<file path="src/rtl/stcmd_pkg.sv">
// Function
// - control 0010 disables step delay timer
// - control 0110 enables step delay timer
// - control 1000/1001 start timer, wait limit
// - control 1011 waits software trigger rising edge
// - control 1100/1101 load counter into channel-select
// - control 1110 loads literal0 into channel-select
// - control 1111 emits enabled broadcast triggers
// - reserved options execute as no-operation
// - add 0000/0001 adds adjust into counter limits
// - add 0010/0011 adds adjust into timer limits
// - add 0100/0101 adds adjust into delay, literal0
// - copy 1000/1001 hold into counter limits
// - copy 1010/1011 hold into timer limits
// - copy 1100/1101 hold into delay, literal0
package stcmd_pkg;
    // command codes in the high nibble of the step byte
    localparam logic [3:0] CMD_CTRL = 4'h1;
    localparam logic [3:0] CMD_ADDCOPY = 4'h2;
    // control options
    localparam logic [3:0] OPT_SD_OFF = 4'h2;
    localparam logic [3:0] OPT_SD_ON = 4'h6;
    localparam logic [3:0] OPT_T0_WAIT = 4'h8;
    localparam logic [3:0] OPT_T1_WAIT = 4'h9;
    localparam logic [3:0] OPT_SWT_WAIT = 4'hb;
    localparam logic [3:0] OPT_CHS_C0 = 4'hc;
    localparam logic [3:0] OPT_CHS_C1 = 4'hd;
    localparam logic [3:0] OPT_CHS_L0 = 4'he;
    localparam logic [3:0] OPT_BCAST = 4'hf;
    // add/copy targets (low three option bits)
    localparam logic [2:0] TGT_C0LIM = 3'h0;
    localparam logic [2:0] TGT_C1LIM = 3'h1;
    localparam logic [2:0] TGT_T0LIM = 3'h2;
    localparam logic [2:0] TGT_T1LIM = 3'h3;
    localparam logic [2:0] TGT_SDLIM = 3'h4;
    localparam logic [2:0] TGT_LIT0 = 3'h5;
    // reset values
    localparam logic [15:0] RST_WORD = 16'h0000;
    localparam logic SD_EN_RST = 1'b0;

    typedef struct packed {
        logic [15:0] counter0_limit;
        logic [15:0] counter1_limit;
        logic [15:0] timer0_limit;
        logic [15:0] timer1_limit;
        logic [15:0] step_delay_limit;
        logic [15:0] literal0_value;
    } stcmd_limits_t;

    typedef enum logic [1:0] {ST_IDLE, ST_WAIT_T0, ST_WAIT_T1, ST_WAIT_SWT} stcmd_state_t;
endpackage : stcmd_pkg

</file>
<file path="src/rtl/stcmd_exec.sv">
`timescale 1ns/1ps
`default_nettype none
module stcmd_exec #(
    parameter int TRIG_W = 16
) (
    input  wire logic                   i_clk,
    input  wire logic                   i_rstn,
    input  wire logic                   i_step_valid,
    input  wire logic [7:0]             i_step_byte,
    input  wire logic [15:0]            i_adjust_value,
    input  wire logic [15:0]            i_hold_value,
    input  wire logic [15:0]            i_counter0,
    input  wire logic [15:0]            i_counter1,
    input  wire logic [15:0]            i_timer0,
    input  wire logic [15:0]            i_timer1,
    input  wire logic                   i_software_trigger_bit,
    input  wire logic [TRIG_W-1:0]      i_broadcast_trigger_enable,
    output logic                        o_step_done,
    output logic                        o_busy,
    output logic                        o_timer0_run,
    output logic                        o_timer1_run,
    output logic                        o_step_delay_en,
    output logic [15:0]                 o_converter_channel_select,
    output logic                        o_chs_load,
    output logic [TRIG_W-1:0]           o_trigger,
    output stcmd_pkg::stcmd_limits_t    o_limits
);
    // elaboration check on the trigger width
    if (TRIG_W < 1 || TRIG_W > 32) begin : g_bad_trig_w
        $error("TRIG_W out of range");
    end

    ////////////////////////////////////////////////////////////////////////
    stcmd_pkg::stcmd_state_t state, next_state;
    stcmd_pkg::stcmd_limits_t lim, next_lim;
    logic              sd_en, next_sd_en;
    logic              t0_run, next_t0_run, t1_run, next_t1_run;
    logic [15:0]       chs, next_chs;
    logic              chs_ld, next_chs_ld;
    logic [TRIG_W-1:0] trig, next_trig;
    logic              done, next_done;
    logic              busy, next_busy;
    logic              swt_prev;
    logic [3:0]        cmd, opt;
    logic [15:0]       src;

    // wrapping add or plain copy into a target word
    function automatic logic [15:0] upd(input logic [15:0] old, input logic [15:0] s,
                                        input logic is_copy);
        upd = is_copy ? s : 16'(old + s);
    endfunction : upd

    assign cmd = i_step_byte[7:4];
    assign opt = i_step_byte[3:0];
    assign src = opt[3] ? i_hold_value : i_adjust_value;

    // next-state decode and execution
    always_comb begin
        next_state  = state;
        next_lim    = lim;
        next_sd_en  = sd_en;
        next_t0_run = t0_run;
        next_t1_run = t1_run;
        next_chs    = chs;
        next_chs_ld = 1'b0;
        next_trig   = '0;
        next_done   = 1'b0;
        unique case (state)
            stcmd_pkg::ST_IDLE: begin
                if (i_step_valid && cmd == stcmd_pkg::CMD_CTRL) begin
                    next_done = 1'b1;
                    case (opt)
                        stcmd_pkg::OPT_SD_OFF: next_sd_en = 1'b0;
                        stcmd_pkg::OPT_SD_ON:  next_sd_en = 1'b1;
                        stcmd_pkg::OPT_T0_WAIT: begin
                            next_t0_run = 1'b1;
                            next_done   = 1'b0;
                            next_state  = stcmd_pkg::ST_WAIT_T0;
                        end
                        stcmd_pkg::OPT_T1_WAIT: begin
                            next_t1_run = 1'b1;
                            next_done   = 1'b0;
                            next_state  = stcmd_pkg::ST_WAIT_T1;
                        end
                        stcmd_pkg::OPT_SWT_WAIT: begin
                            next_done  = 1'b0;
                            next_state = stcmd_pkg::ST_WAIT_SWT;
                        end
                        stcmd_pkg::OPT_CHS_C0: begin
                            next_chs    = i_counter0;
                            next_chs_ld = 1'b1;
                        end
                        stcmd_pkg::OPT_CHS_C1: begin
                            next_chs    = i_counter1;
                            next_chs_ld = 1'b1;
                        end
                        stcmd_pkg::OPT_CHS_L0: begin
                            next_chs    = lim.literal0_value;
                            next_chs_ld = 1'b1;
                        end
                        stcmd_pkg::OPT_BCAST: next_trig = i_broadcast_trigger_enable;
                        default: ;
                    endcase
                end else if (i_step_valid && cmd == stcmd_pkg::CMD_ADDCOPY) begin
                    next_done = 1'b1;
                    case (opt[2:0])
                        stcmd_pkg::TGT_C0LIM: next_lim.counter0_limit =
                            upd(lim.counter0_limit, src, opt[3]);
                        stcmd_pkg::TGT_C1LIM: next_lim.counter1_limit =
                            upd(lim.counter1_limit, src, opt[3]);
                        stcmd_pkg::TGT_T0LIM: next_lim.timer0_limit =
                            upd(lim.timer0_limit, src, opt[3]);
                        stcmd_pkg::TGT_T1LIM: next_lim.timer1_limit =
                            upd(lim.timer1_limit, src, opt[3]);
                        stcmd_pkg::TGT_SDLIM: next_lim.step_delay_limit =
                            upd(lim.step_delay_limit, src, opt[3]);
                        stcmd_pkg::TGT_LIT0: next_lim.literal0_value =
                            upd(lim.literal0_value, src, opt[3]);
                        default: ;
                    endcase
                end else if (i_step_valid) begin
                    next_done = 1'b1; // other codes pass as no-operation
                end
            end
            stcmd_pkg::ST_WAIT_T0: begin
                if (i_timer0 == lim.timer0_limit) begin
                    next_t0_run = 1'b0;
                    next_done   = 1'b1;
                    next_state  = stcmd_pkg::ST_IDLE;
                end
            end
            stcmd_pkg::ST_WAIT_T1: begin
                if (i_timer1 == lim.timer1_limit) begin
                    next_t1_run = 1'b0;
                    next_done   = 1'b1;
                    next_state  = stcmd_pkg::ST_IDLE;
                end
            end
            stcmd_pkg::ST_WAIT_SWT: begin
                if (i_software_trigger_bit && !swt_prev) begin
                    next_done  = 1'b1;
                    next_state = stcmd_pkg::ST_IDLE;
                end
            end
        endcase
        next_busy = (next_state != stcmd_pkg::ST_IDLE); // busy is registered, not decoded
    end

    // state registers
    always_ff @(posedge i_clk or negedge i_rstn) begin
        if (!i_rstn) begin
            state    <= stcmd_pkg::ST_IDLE;
            lim      <= {6{stcmd_pkg::RST_WORD}};
            sd_en    <= stcmd_pkg::SD_EN_RST;
            t0_run   <= 1'b0;
            t1_run   <= 1'b0;
            chs      <= stcmd_pkg::RST_WORD;
            chs_ld   <= 1'b0;
            trig     <= '0;
            done     <= 1'b0;
            swt_prev <= 1'b1;
            busy     <= 1'b0;
        end else begin
            state    <= next_state;
            lim      <= next_lim;
            sd_en    <= next_sd_en;
            t0_run   <= next_t0_run;
            t1_run   <= next_t1_run;
            chs      <= next_chs;
            chs_ld   <= next_chs_ld;
            trig     <= next_trig;
            done     <= next_done;
            swt_prev <= i_software_trigger_bit;
            busy     <= next_busy;
        end
    end

    // outputs straight from flops
    assign o_step_done                = done;
    assign o_busy                     = busy;
    assign o_timer0_run               = t0_run;
    assign o_timer1_run               = t1_run;
    assign o_step_delay_en            = sd_en;
    assign o_converter_channel_select = chs;
    assign o_chs_load                 = chs_ld;
    assign o_trigger                  = trig;
    assign o_limits                   = lim;

    ////////////////////////////////////////////////////////////////////////
    // checks
    logic idle_step;
    assign idle_step = i_step_valid && state == stcmd_pkg::ST_IDLE;

    chk_sd_off: assert property (@(posedge i_clk) disable iff (!i_rstn)
        idle_step && i_step_byte == {stcmd_pkg::CMD_CTRL, stcmd_pkg::OPT_SD_OFF}
        |=> !o_step_delay_en && o_step_done) else $error("delay timer not disabled");
    chk_sd_on: assert property (@(posedge i_clk) disable iff (!i_rstn)
        idle_step && i_step_byte == {stcmd_pkg::CMD_CTRL, stcmd_pkg::OPT_SD_ON}
        |=> o_step_delay_en) else $error("delay timer not enabled");
    chk_timer0_wait: assert property (@(posedge i_clk) disable iff (!i_rstn)
        state == stcmd_pkg::ST_WAIT_T0 && i_timer0 != lim.timer0_limit
        |=> !o_step_done && o_timer0_run) else $error("timer0 wait ended early");
    chk_swt_edge: assert property (@(posedge i_clk) disable iff (!i_rstn)
        state == stcmd_pkg::ST_WAIT_SWT && $rose(i_software_trigger_bit)
        |=> o_step_done && !o_busy) else $error("software edge missed");
    chk_swt_level: assert property (@(posedge i_clk) disable iff (!i_rstn)
        state == stcmd_pkg::ST_WAIT_SWT && !$rose(i_software_trigger_bit)
        |=> o_busy) else $error("wait left without edge");
    chk_chs_counter: assert property (@(posedge i_clk) disable iff (!i_rstn)
        idle_step && i_step_byte == {stcmd_pkg::CMD_CTRL, stcmd_pkg::OPT_CHS_C0}
        |=> o_converter_channel_select == $past(i_counter0) && o_chs_load)
        else $error("counter0 not loaded");
    chk_bcast: assert property (@(posedge i_clk) disable iff (!i_rstn)
        idle_step && i_step_byte == {stcmd_pkg::CMD_CTRL, stcmd_pkg::OPT_BCAST}
        |=> o_trigger == $past(i_broadcast_trigger_enable)) else $error("broadcast wrong");
    chk_add_wrap: assert property (@(posedge i_clk) disable iff (!i_rstn)
        idle_step && i_step_byte == {stcmd_pkg::CMD_ADDCOPY, 4'h0}
        |=> o_limits.counter0_limit == 16'($past(lim.counter0_limit) + $past(i_adjust_value)))
        else $error("add result wrong");
    chk_copy_lit: assert property (@(posedge i_clk) disable iff (!i_rstn)
        idle_step && i_step_byte == {stcmd_pkg::CMD_ADDCOPY, 4'hd}
        |=> o_limits.literal0_value == $past(i_hold_value)) else $error("copy result wrong");
    chk_reserved: assert property (@(posedge i_clk) disable iff (!i_rstn)
        idle_step && i_step_byte == {stcmd_pkg::CMD_ADDCOPY, 4'he}
        |=> $stable(o_limits)) else $error("reserved option had effect");

    cov_timer1: cover property (@(posedge i_clk) state == stcmd_pkg::ST_WAIT_T1 ##1 o_step_done);
    cov_swt: cover property (@(posedge i_clk) state == stcmd_pkg::ST_WAIT_SWT ##1 o_step_done);
    cov_bcast: cover property (@(posedge i_clk) o_trigger != '0);
endmodule : stcmd_exec
`default_nettype wire

</file>
<file path="config.mk">
export PLATFORM = sky130hd
export DESIGN_NAME = stcmd_exec
export DESIGN_NICKNAME = d
export VERILOG_FILES = /design/src/rtl/stcmd_pkg.sv /design/src/rtl/stcmd_exec.sv
export SDC_FILE = /design/constraint.sdc
export NUM_CORES = 1
export LEC_CHECK = 0
export ABC_AREA = 1
export BUFFER_PORTS_ARGS = -buffer_cell sky130_fd_sc_hd__buf_2
export CELL_PAD_IN_SITES_DETAIL_PLACEMENT = 1
export CELL_PAD_IN_SITES_GLOBAL_PLACEMENT = 1
export CORE_MARGIN = 2
export CORE_UTILIZATION = 35
export CTS_CLUSTER_SIZE = 24
export DETAILED_ROUTE_END_ITERATION = 16
export GPL_TIMING_DRIVEN = 0
export PLACE_DENSITY = 0.88
export SLEW_MARGIN = 20
export SYNTH_ARGS = -nofsm -noshare
export SYNTH_HDL_FRONTEND = slang
export SYNTH_SLANG_ARGS = --single-unit
</file>
<file path="constraint.sdc">
create_clock -name i_clk -period 1.8 [get_ports i_clk]
set_input_delay 0.54 -clock i_clk [delete_from_list [all_inputs] [get_ports i_clk]]
set_output_delay 0.54 -clock i_clk [all_outputs]
set_load 0.05 [all_outputs]
</file>
# --- Word level (Yosys, flattened, before mapping) ---
# Index checks and enable logic that the tools add are counted.
op_classes:
  add_sub_neg: 6
  n_eq_ne: 26
  muxes: 37
  bitwise_logic: 1
  n_reduce_logical: 23
ops:
  columns: ["operator", "count"]
  rows:
  - ["2-to-1 mux 16 bit", 10]
  - ["adder 16 bit", 6]
  - ["case mux 16 bit (3 select lines)", 1]
  - ["== test 16 bit", 2]
  - ["AND reduction 4 bit", 8]
  - ["== test 4 bit (second input constant)", 7]
  - ["2-to-1 mux 1 bit", 16]
  - ["== test 4 x 2 -> 1 bit (second input constant)", 2]
  - ["2-to-1 mux 2 bit", 4]
  - ["case mux 2 bit (4 select lines)", 1]
  - ["nonzero test 2 bit", 4]
  - ["== test 3 x 2 -> 1 bit (second input constant)", 2]
  - ["== test 3 bit (second input constant)", 2]
  - ["inequality test 2 bit (second input constant)", 3]
  - ["case mux 1 bit (2 select lines)", 3]
  - ["case mux 2 bit (3 select lines)", 1]
  - ["AND reduction 3 bit", 2]
  - ["OR reduction 3 bit", 2]
  - ["== test 2 bit (second input constant)", 2]
  - ["== test 4 x 1 -> 1 bit (second input constant)", 1]
  - ["== test 4 x 3 -> 1 bit (second input constant)", 1]
  - ["inequality test 2 x 1 -> 1 bit (second input constant)", 2]
  - ["case mux 1 bit (4 select lines)", 1]
  - ["== test 3 x 1 -> 1 bit (second input constant)", 1]
  - ["other kinds (7)", 9]
word_totals:
  reg_bits: 137
  inputBits: 124
  out_inout_bits: 134
  elab_cells: 109

# --- Logic depth before layout (Yosys ltp) ---
# Gate-level depths: netlist (run 1).
logic_depth:
  ltp_word: 5
  mapped_depth: 16
  ltp_nobuf: 14

# --- Least setup slack after synthesis (run 1) ---
# No wires, ideal clock.
synth_timing:
  path_kind: "input port to flip-flop"
  from: "input i_step_byte[3]"
  to: "register lim, in the netlist o_limits[84]"
  setup_time_ns: 0.131
  arrival_time_ns: 2.545
  required_ns: 1.669
  path_slack_ns: -0.876
  stages: 11
  path_buffers: 2
  cell_sequence: "inv_2 clkbuf_1 clkbuf_1 nand2_1 nand2_1 ha_1 or2_2 and2_1 or2_2 nand3_1 a31oi_1"
synth_between:
  elab_chain_len: 3
synth_lines:
  columns: ["item", "line_no", "text"]
  rows:
  - ["start, declared", "stcmd_exec.sv:9", "input wire logic [7:0] i_step_byte,"]
  - ["2-to-1 mux 16 bit", "stcmd_exec.sv:55", "assign src = opt[3] ? i_hold_value : i_adjust_value;"]
  - ["adder 16 bit", "stcmd_exec.sv:50", "upd = is_copy ? s : 16'(old + s);"]
  - ["2-to-1 mux 16 bit (*)", "stcmd_exec.sv:50", null]
  - ["end signal, assigned", "stcmd_exec.sv:153", "lim <= {6{stcmd_pkg::RST_WORD}};"]
  - ["end signal, assigned", "stcmd_exec.sv:165", "lim <= next_lim;"]
  - ["end, declared", "stcmd_exec.sv:35", "stcmd_pkg::stcmd_limits_t lim, next_lim;"]
# Mark *: on every way between the ends. The rest lies on a longest branch, timed or not.
# A chain may end at the register's enable or synchronous reset.

# --- Final worst setup path (run 1) ---
layout_timing:
  from: "input i_step_byte[3]"
  to: "register lim, in the netlist o_limits[6]"
# Same word-level chain as after synthesis.

==> impl_metrics.ini, run 1 <==
[power]
p_per_area_mw_per_mm2 = 979.9
power_frac_seq = 0.242
combPwrFrac = 0.552
leakage_uw = 0.009561
sw_frac_of_total = 0.5040
p_sw_uw = 9115
peakVddDrop_mv = 0.8231
clock_power_share = 0.206
internal-power_uw = 8969

[clock_network]
clock_sinks = 137
clk_pin_slew_ns = 0.08
cts_tree = built
cts_max_path_buffers = 2
cts-root-buf = clkbuf_16
clk_latency_ns = 0.47
htreeDepth = 4
cts_buffers = 17
cts_hold_buf = 0

[critical_path]
cp_max_fo = 7
start_kind = input pin
max_stage_delay_ns = 0.46
required_ns = 2.13
cp.arrival_ns = 2.66
crit_top_cell = nand2_4
cp-end-kind = flip-flop
cp_slowest_cell = fa_2
path_cells = buf_12 -> inv_12 -> clkbuf_16 -> clkbuf_16 -> nand2_8 -> nand2_8 -> ha_4 -> fa_2 -> nand2_4 -> nand2_4 -> nand3_4 -> nand2_4 -> or2_4 -> nand3_2 -> a31oi_2
crit_type = in2reg

[synthesis]
synth_top_area_frac = 0.2788
avgSynthCellArea_um2 = 6.511
ys_seq_area_frac = 0.2809
synth-edff-count = 0
synth-main-ff-cell = dfrtp_1
ys_top_cells_by_count = 609 x nand2_1, 264 x inv_1, 182 x nor2_1
synthTopCellsByArea = dfrtp_1 28%, nand2_1 19%, ha_1 9.2%
netlist_area_mm2 = 0.01221
syn_inst = 1875
synth.most_common_cell = nand2_1
synth_warnings = 0
ys_seq_elements = 137
syn-num-nets = 2095
yosys.area.top_type = dfrtp_1
async_flop_share = 1.000
synth_cell_type_count = 44

[layout]
area_growth_pct = 51.17
fin_cells = 2692
fin_util = 0.5356
drive_gt1_frac = 0.3992
fin_nets = 2444
regArea_mm2 = 0.003462
fin_area_mm2 = 0.01846
multi_input_area_mm2 = 0.01039
num_antenna_cells = 0
nFillCells = 4270

[placement]
placed_area_mm2 = 0.01539
dpl.cell_count = 2588
dp_hpwl_um = 42000
gp_congestion = 0.9176
io_buffers = 257

[sta]
worst_slack_ns = -0.5346
slew_violations = 0
fmax_mhz = 428.3
setup_tns_ns = -30.76
fin_hold_ws_ns = 0.08227
min_period_ns = 2.335
worst_slew_pin_slew_ns = 1.215
setup_viol = 109
skew_ns = 0.01222
rsz0062_at_grt = yes
hold_viol = 0
maxSlewHeadroom = 0.1903
fin_crit_sh = 1.297

[global_route]
track_usage = 0.3404
grt_overflow_total = 0
antenna_found_initial = 0
grt_max_degree = 81
grt_pass1_wl_um = 93440
grt_pass1_vias = 16257

[die]
fp-row-count = 68
io_pins = 258
initial_utilization = 0.3543
design.core.area_mm2 = 0.03446
dieArea_mm2 = 0.03639
die_h_um = 190.8
die-width_um = 190.8

[run_status]
violations = setup timing
status = finished with violations

[drt]
first_iter_violations = 1115
num_vias = 15795
dr.pass1.iters = 7
drtAntennaViolNets = 0
drcViolationCount = 0
wl_per_cell_um = 26.04
routed_wl_um = 70110
vias_per_cell = 5.867

[run]
drv_cap = 0

[min_path]
hold_path.class = in2async
==> final timing paths <==
path,startpoint,end,depth (start not counted),slack (ns)
setup / recovery,i_step_byte[3],o_limits[6],15,-0.53
hold / removal,i_rstn,o_limits[66],1,0.08
setup reg to reg,o_limits[0],o_limits[6],9,-0.25
hold reg to reg,o_converter_channel_select[12],o_converter_channel_select[12],1,0.49
max in group asynchronous,i_rstn,swt_prev,2,0.93
min in group i_clk,i_software_trigger_bit,swt_prev,1,0.21
==> flip-flops by register name, summed over array words and instances (netlist names) <==
| register | count |
|---|---|
| state | 2 |
| o_chs_load | 1 |
| o_timer1_run | 1 |
| o_limits | 96 |
| o_converter_channel_select | 16 |
| o_busy | 1 |
| o_trigger | 16 |
| o_timer0_run | 1 |
| swt_prev | 1 |
| o_step_delay_en | 1 |
| o_step_done | 1 |
==> per-stage QoR <==
step / power [uW] / setup slack [ns]
finish: 18080 / -0.5346
global route: 18750 / -0.6199
CTS: 16620 / -0.3213
detailed placement: 12130 / -1.554
global placement: 11770 / -2.023
floorplan: 9836 / -0.4577
==> cell families (layout without fill, tap and decap cells) <==
| group | Yosys count | after routing | synth area share |
|---|---|---|---|
| AND/OR/NAND/NOR | 1110 | 1111 | 0.3982 |
| buffers and inverters | 310 | 671 | 0.1013 |
| AO/OA/AOI/OAI | 187 | 187 | 0.09245 |
| flip-flops | 137 | 137 | 0.2809 |
| adder cells (fa/ha/maj) | 96 | 96 | 0.1021 |
| XOR/XNOR | 35 | 35 | 0.02511 |
==> layout make-up <==
type	count	area share
Clock buffer	17	0.02305
Multi-Input combinational cell	1429	0.5627
Buffer	36	0.01817
Timing Repair Buffer	329	0.1127
Inverter	274	0.05681
Tap cell	455	0.03085
Sequential cell	137	0.1876
Clock inverter	15	0.008068
==> repair_timing <==
item,in CTS,in global routing
pin swaps,97,100
setup buffers,42,28
resized for setup,260,218
cloned,2,0
endpoints found under the setup margin,120,151
==> routing by layer <==
layer	vias to the layer above	GRT usage	routed length [um]
met1	7753	0.3733	25180
met2	910	0.5844	32510
met5	-	0	38
met3	427	0.07269	5516
li1	6703	-	-
met4	2	0.2400	6869
==> power groups by stage <==
stage,combinational (uW),sequential (uW),clock [uW]
6_report,9980,4370,3730
5_1_grt,10500,4420,3830
4_1_cts,8690,4290,3640
3_5_place_dp,7830,4300,0
3_3_place_gp,7490,4280,0
2_1_floorplan,4130,5700,0
==> layout by cell type, fill, tap and decap left out, types with 16 or more instances in the layout <==
master / Yosys / routed
a21oi_1: 85 / 41
a21oi_2: 0 / 42
buf_2: 8 / 215
buf_4: 8 / 97
clkbuf_16: 0 / 20
clkbuf_4: 0 / 19
dfrtp_1: 136 / 110
dfrtp_2: 0 / 26
ha_4: 0 / 88
inv_1: 264 / 250
inv_2: 8 / 19
nand2_1: 609 / 468
nand2_2: 4 / 84
nand2_4: 1 / 41
nand2_8: 0 / 22
nand3_1: 157 / 96
nand3_2: 1 / 52
nand3b_1: 18 / 18
nand4_1: 37 / 37
nor2_1: 182 / 168
nor3b_1: 16 / 16
o21a_1: 25 / 25
or2_2: 46 / 30
or2_4: 0 / 16
xnor2_1: 27 / 26
==> critical path, delay by kind of cell <==
family                     cells  cell delay (ns)
buffers and inverters          4             0.47
AOI/OAI and AO/OA              1             0.12
adders and majority gates      2             0.66
and+or+nand+nor                8             0.84
Note: power is estimated with default switching activity, not from simulation.
==> run 2, diff against run 1 <==
Settings changed: CORE_UTILIZATION 35 to 39, PLACE_DENSITY 0.88 to 0.93.
Clock period 1.8 ns to 2.5 ns, I/O delays scaled along.
==> impl_metrics.ini, run 2 (synthesized netlist as in run 1, its figures left out) <==
[sta]
rsz0062_at_grt = yes
skew_ns = 0.02122
setup_viol = 20
slew_violations = 0
worst_slew_pin_slew_ns = 1.044
min_period_ns = 2.619
worst_slack_ns = -0.1194
hold_viol = 0
setup_tns_ns = -0.7694
fin_crit_sh = 1.048
fmax_mhz = 381.8
maxSlewHeadroom = 0.3042

[layout]
regArea_mm2 = 0.003430
final_cell_mix = 545 x nand2_1, 263 x inv_1, 261 x buf_2
largest_register_ff_count = 96
nFillCells = 4018
num_antenna_cells = 0
fin_nets = 2390
mostFrequentLayoutCell = nand2_1
fin_util = 0.5258
area_growth_pct = 32.09
drive_gt1_frac = 0.2684
fin_cells = 2579
multi_input_area_mm2 = 0.008785

[die]
design.core.area_mm2 = 0.03067
io_pins = 258
fp-row-count = 64
die-width_um = 180.9
dieArea_mm2 = 0.03273
initial_utilization = 0.3980
die_h_um = 180.9

[min_path]
hold_path.class = in2async

[drt]
num_vias = 15062
dr.pass1.iters = 6
drtAntennaViolNets = 0
first_iter_violations = 1094
wl_per_cell_um = 23.87
routed_wl_um = 61560
drcViolationCount = 0
vias_per_cell = 5.840

[run_status]
violations = setup timing
status = finished with violations

[clock_network]
cts_hold_buf = 0
cts-root-buf = clkbuf_16
clock_sinks = 137
cts_buffers = 17
htreeDepth = 4
clk_latency_ns = 0.47
cts_tree = built
clk_pin_slew_ns = 0.07
cts_max_path_buffers = 2

[critical_path]
cp.arrival_ns = 3.02
crit_type = in2reg
start_kind = input pin
cp-end-kind = flip-flop
required_ns = 2.90
cp_max_fo = 11

[placement]
dp_hpwl_um = 41580
dpl.cell_count = 2529
gp_congestion = 0.9377
pre_cts_ws_ns = -1.287
io_buffers = 257

[run]
drv_cap = 0

[global_route]
track_usage = 0.3430
antenna_found_initial = 1
grt_overflow_total = 0
grt_pass1_vias = 15537
grt_pass1_wl_um = 86330
grt_max_degree = 83

[power]
leakage_uw = 0.008897
total_power_uw = 11820
peakVddDrop_mv = 0.5589
p_per_area_mw_per_mm2 = 733.2
-- run 2: cell count changes in the layout (fill, tap and decap cells not counted), sizes merged --
cell,delta
inv,-8
bufinv,+2
buf,-36
clkinv,+1
clkinvlp,+3
clkbuf,-16
-- run 2: worst paths after layout --
check                                                   start  slack [ns]                            end  cells past startpoint
worst max-delay path                           i_step_byte[3]       -0.12                   o_limits[95]                     15
worst min-delay path                                   i_rstn        0.29                   o_limits[23]                      1
worst max register to register                   o_limits[32]        0.21                   o_timer1_run                      6
worst min register to register  o_converter_channel_select[9]        0.50  o_converter_channel_select[9]                      1
max in group asynchronous                              i_rstn        1.45                   o_limits[44]                      2
min in group i_clk                     i_software_trigger_bit        0.40                       swt_prev                      1
-- run 2: per-stage QoR --
step | hold slack [ns] | area (um2)
6_report | 0.2912 | 16130
5_1_grt | 0.3385 | 16130
4_1_cts | 0.3192 | 15460
3_5_place_dp | 0.4790 | 14370
3_3_place_gp | 0.4680 | 14330
2_1_floorplan | 0.4544 | 12550
-- run 2: report_power, final --
group,total (uW),internal (uW),leakage [uW],switching [uW]
Sequential,3070,2550,0.00182,523
Clock,2730,1500,0.000272,1220
Combinational,6020,1960,0.00681,4060
-- run 2: worst max-delay path: stages --
cell,delay (ns)
buf_4,0.13
buf_6,0.16
buf_12,0.17
nand2_2,0.19
nand2_4,0.17
ha_1,0.23
nor2_1,0.17
nand2_1,0.19
nand3_1,0.16
nand2_2,0.13
nand2_2,0.11
nand2_1,0.07
nand2_1,0.09
nand3_1,0.10
a21oi_2,0.19
-- run 2: layout make-up --
cell class                      instances  area share
Clock inverter                         13    0.009078
Clock buffer                           19     0.02747
Timing Repair Buffer                  276     0.09404
Inverter                              274     0.06409
Buffer                                 35     0.01715
Tap cell                              396     0.03073
Sequential cell                       137      0.2127
Multi-Input combinational cell       1429      0.5448
-- run 2: timing repair --
item	CTS	global route
pin swaps	9	25
cloned	1	1
endpoints found under the setup margin	74	65
resized for setup	94	114
setup buffers	5	12
-- run 2: layer usage --
metal	vias up	wire [um]	GRT usage
li1	6581	-	-
met1	7201	22000	0.3835
met2	949	28640	0.5939
met3	329	6170	0.06773
met4	2	4738	0.2219
met5	-	13	0
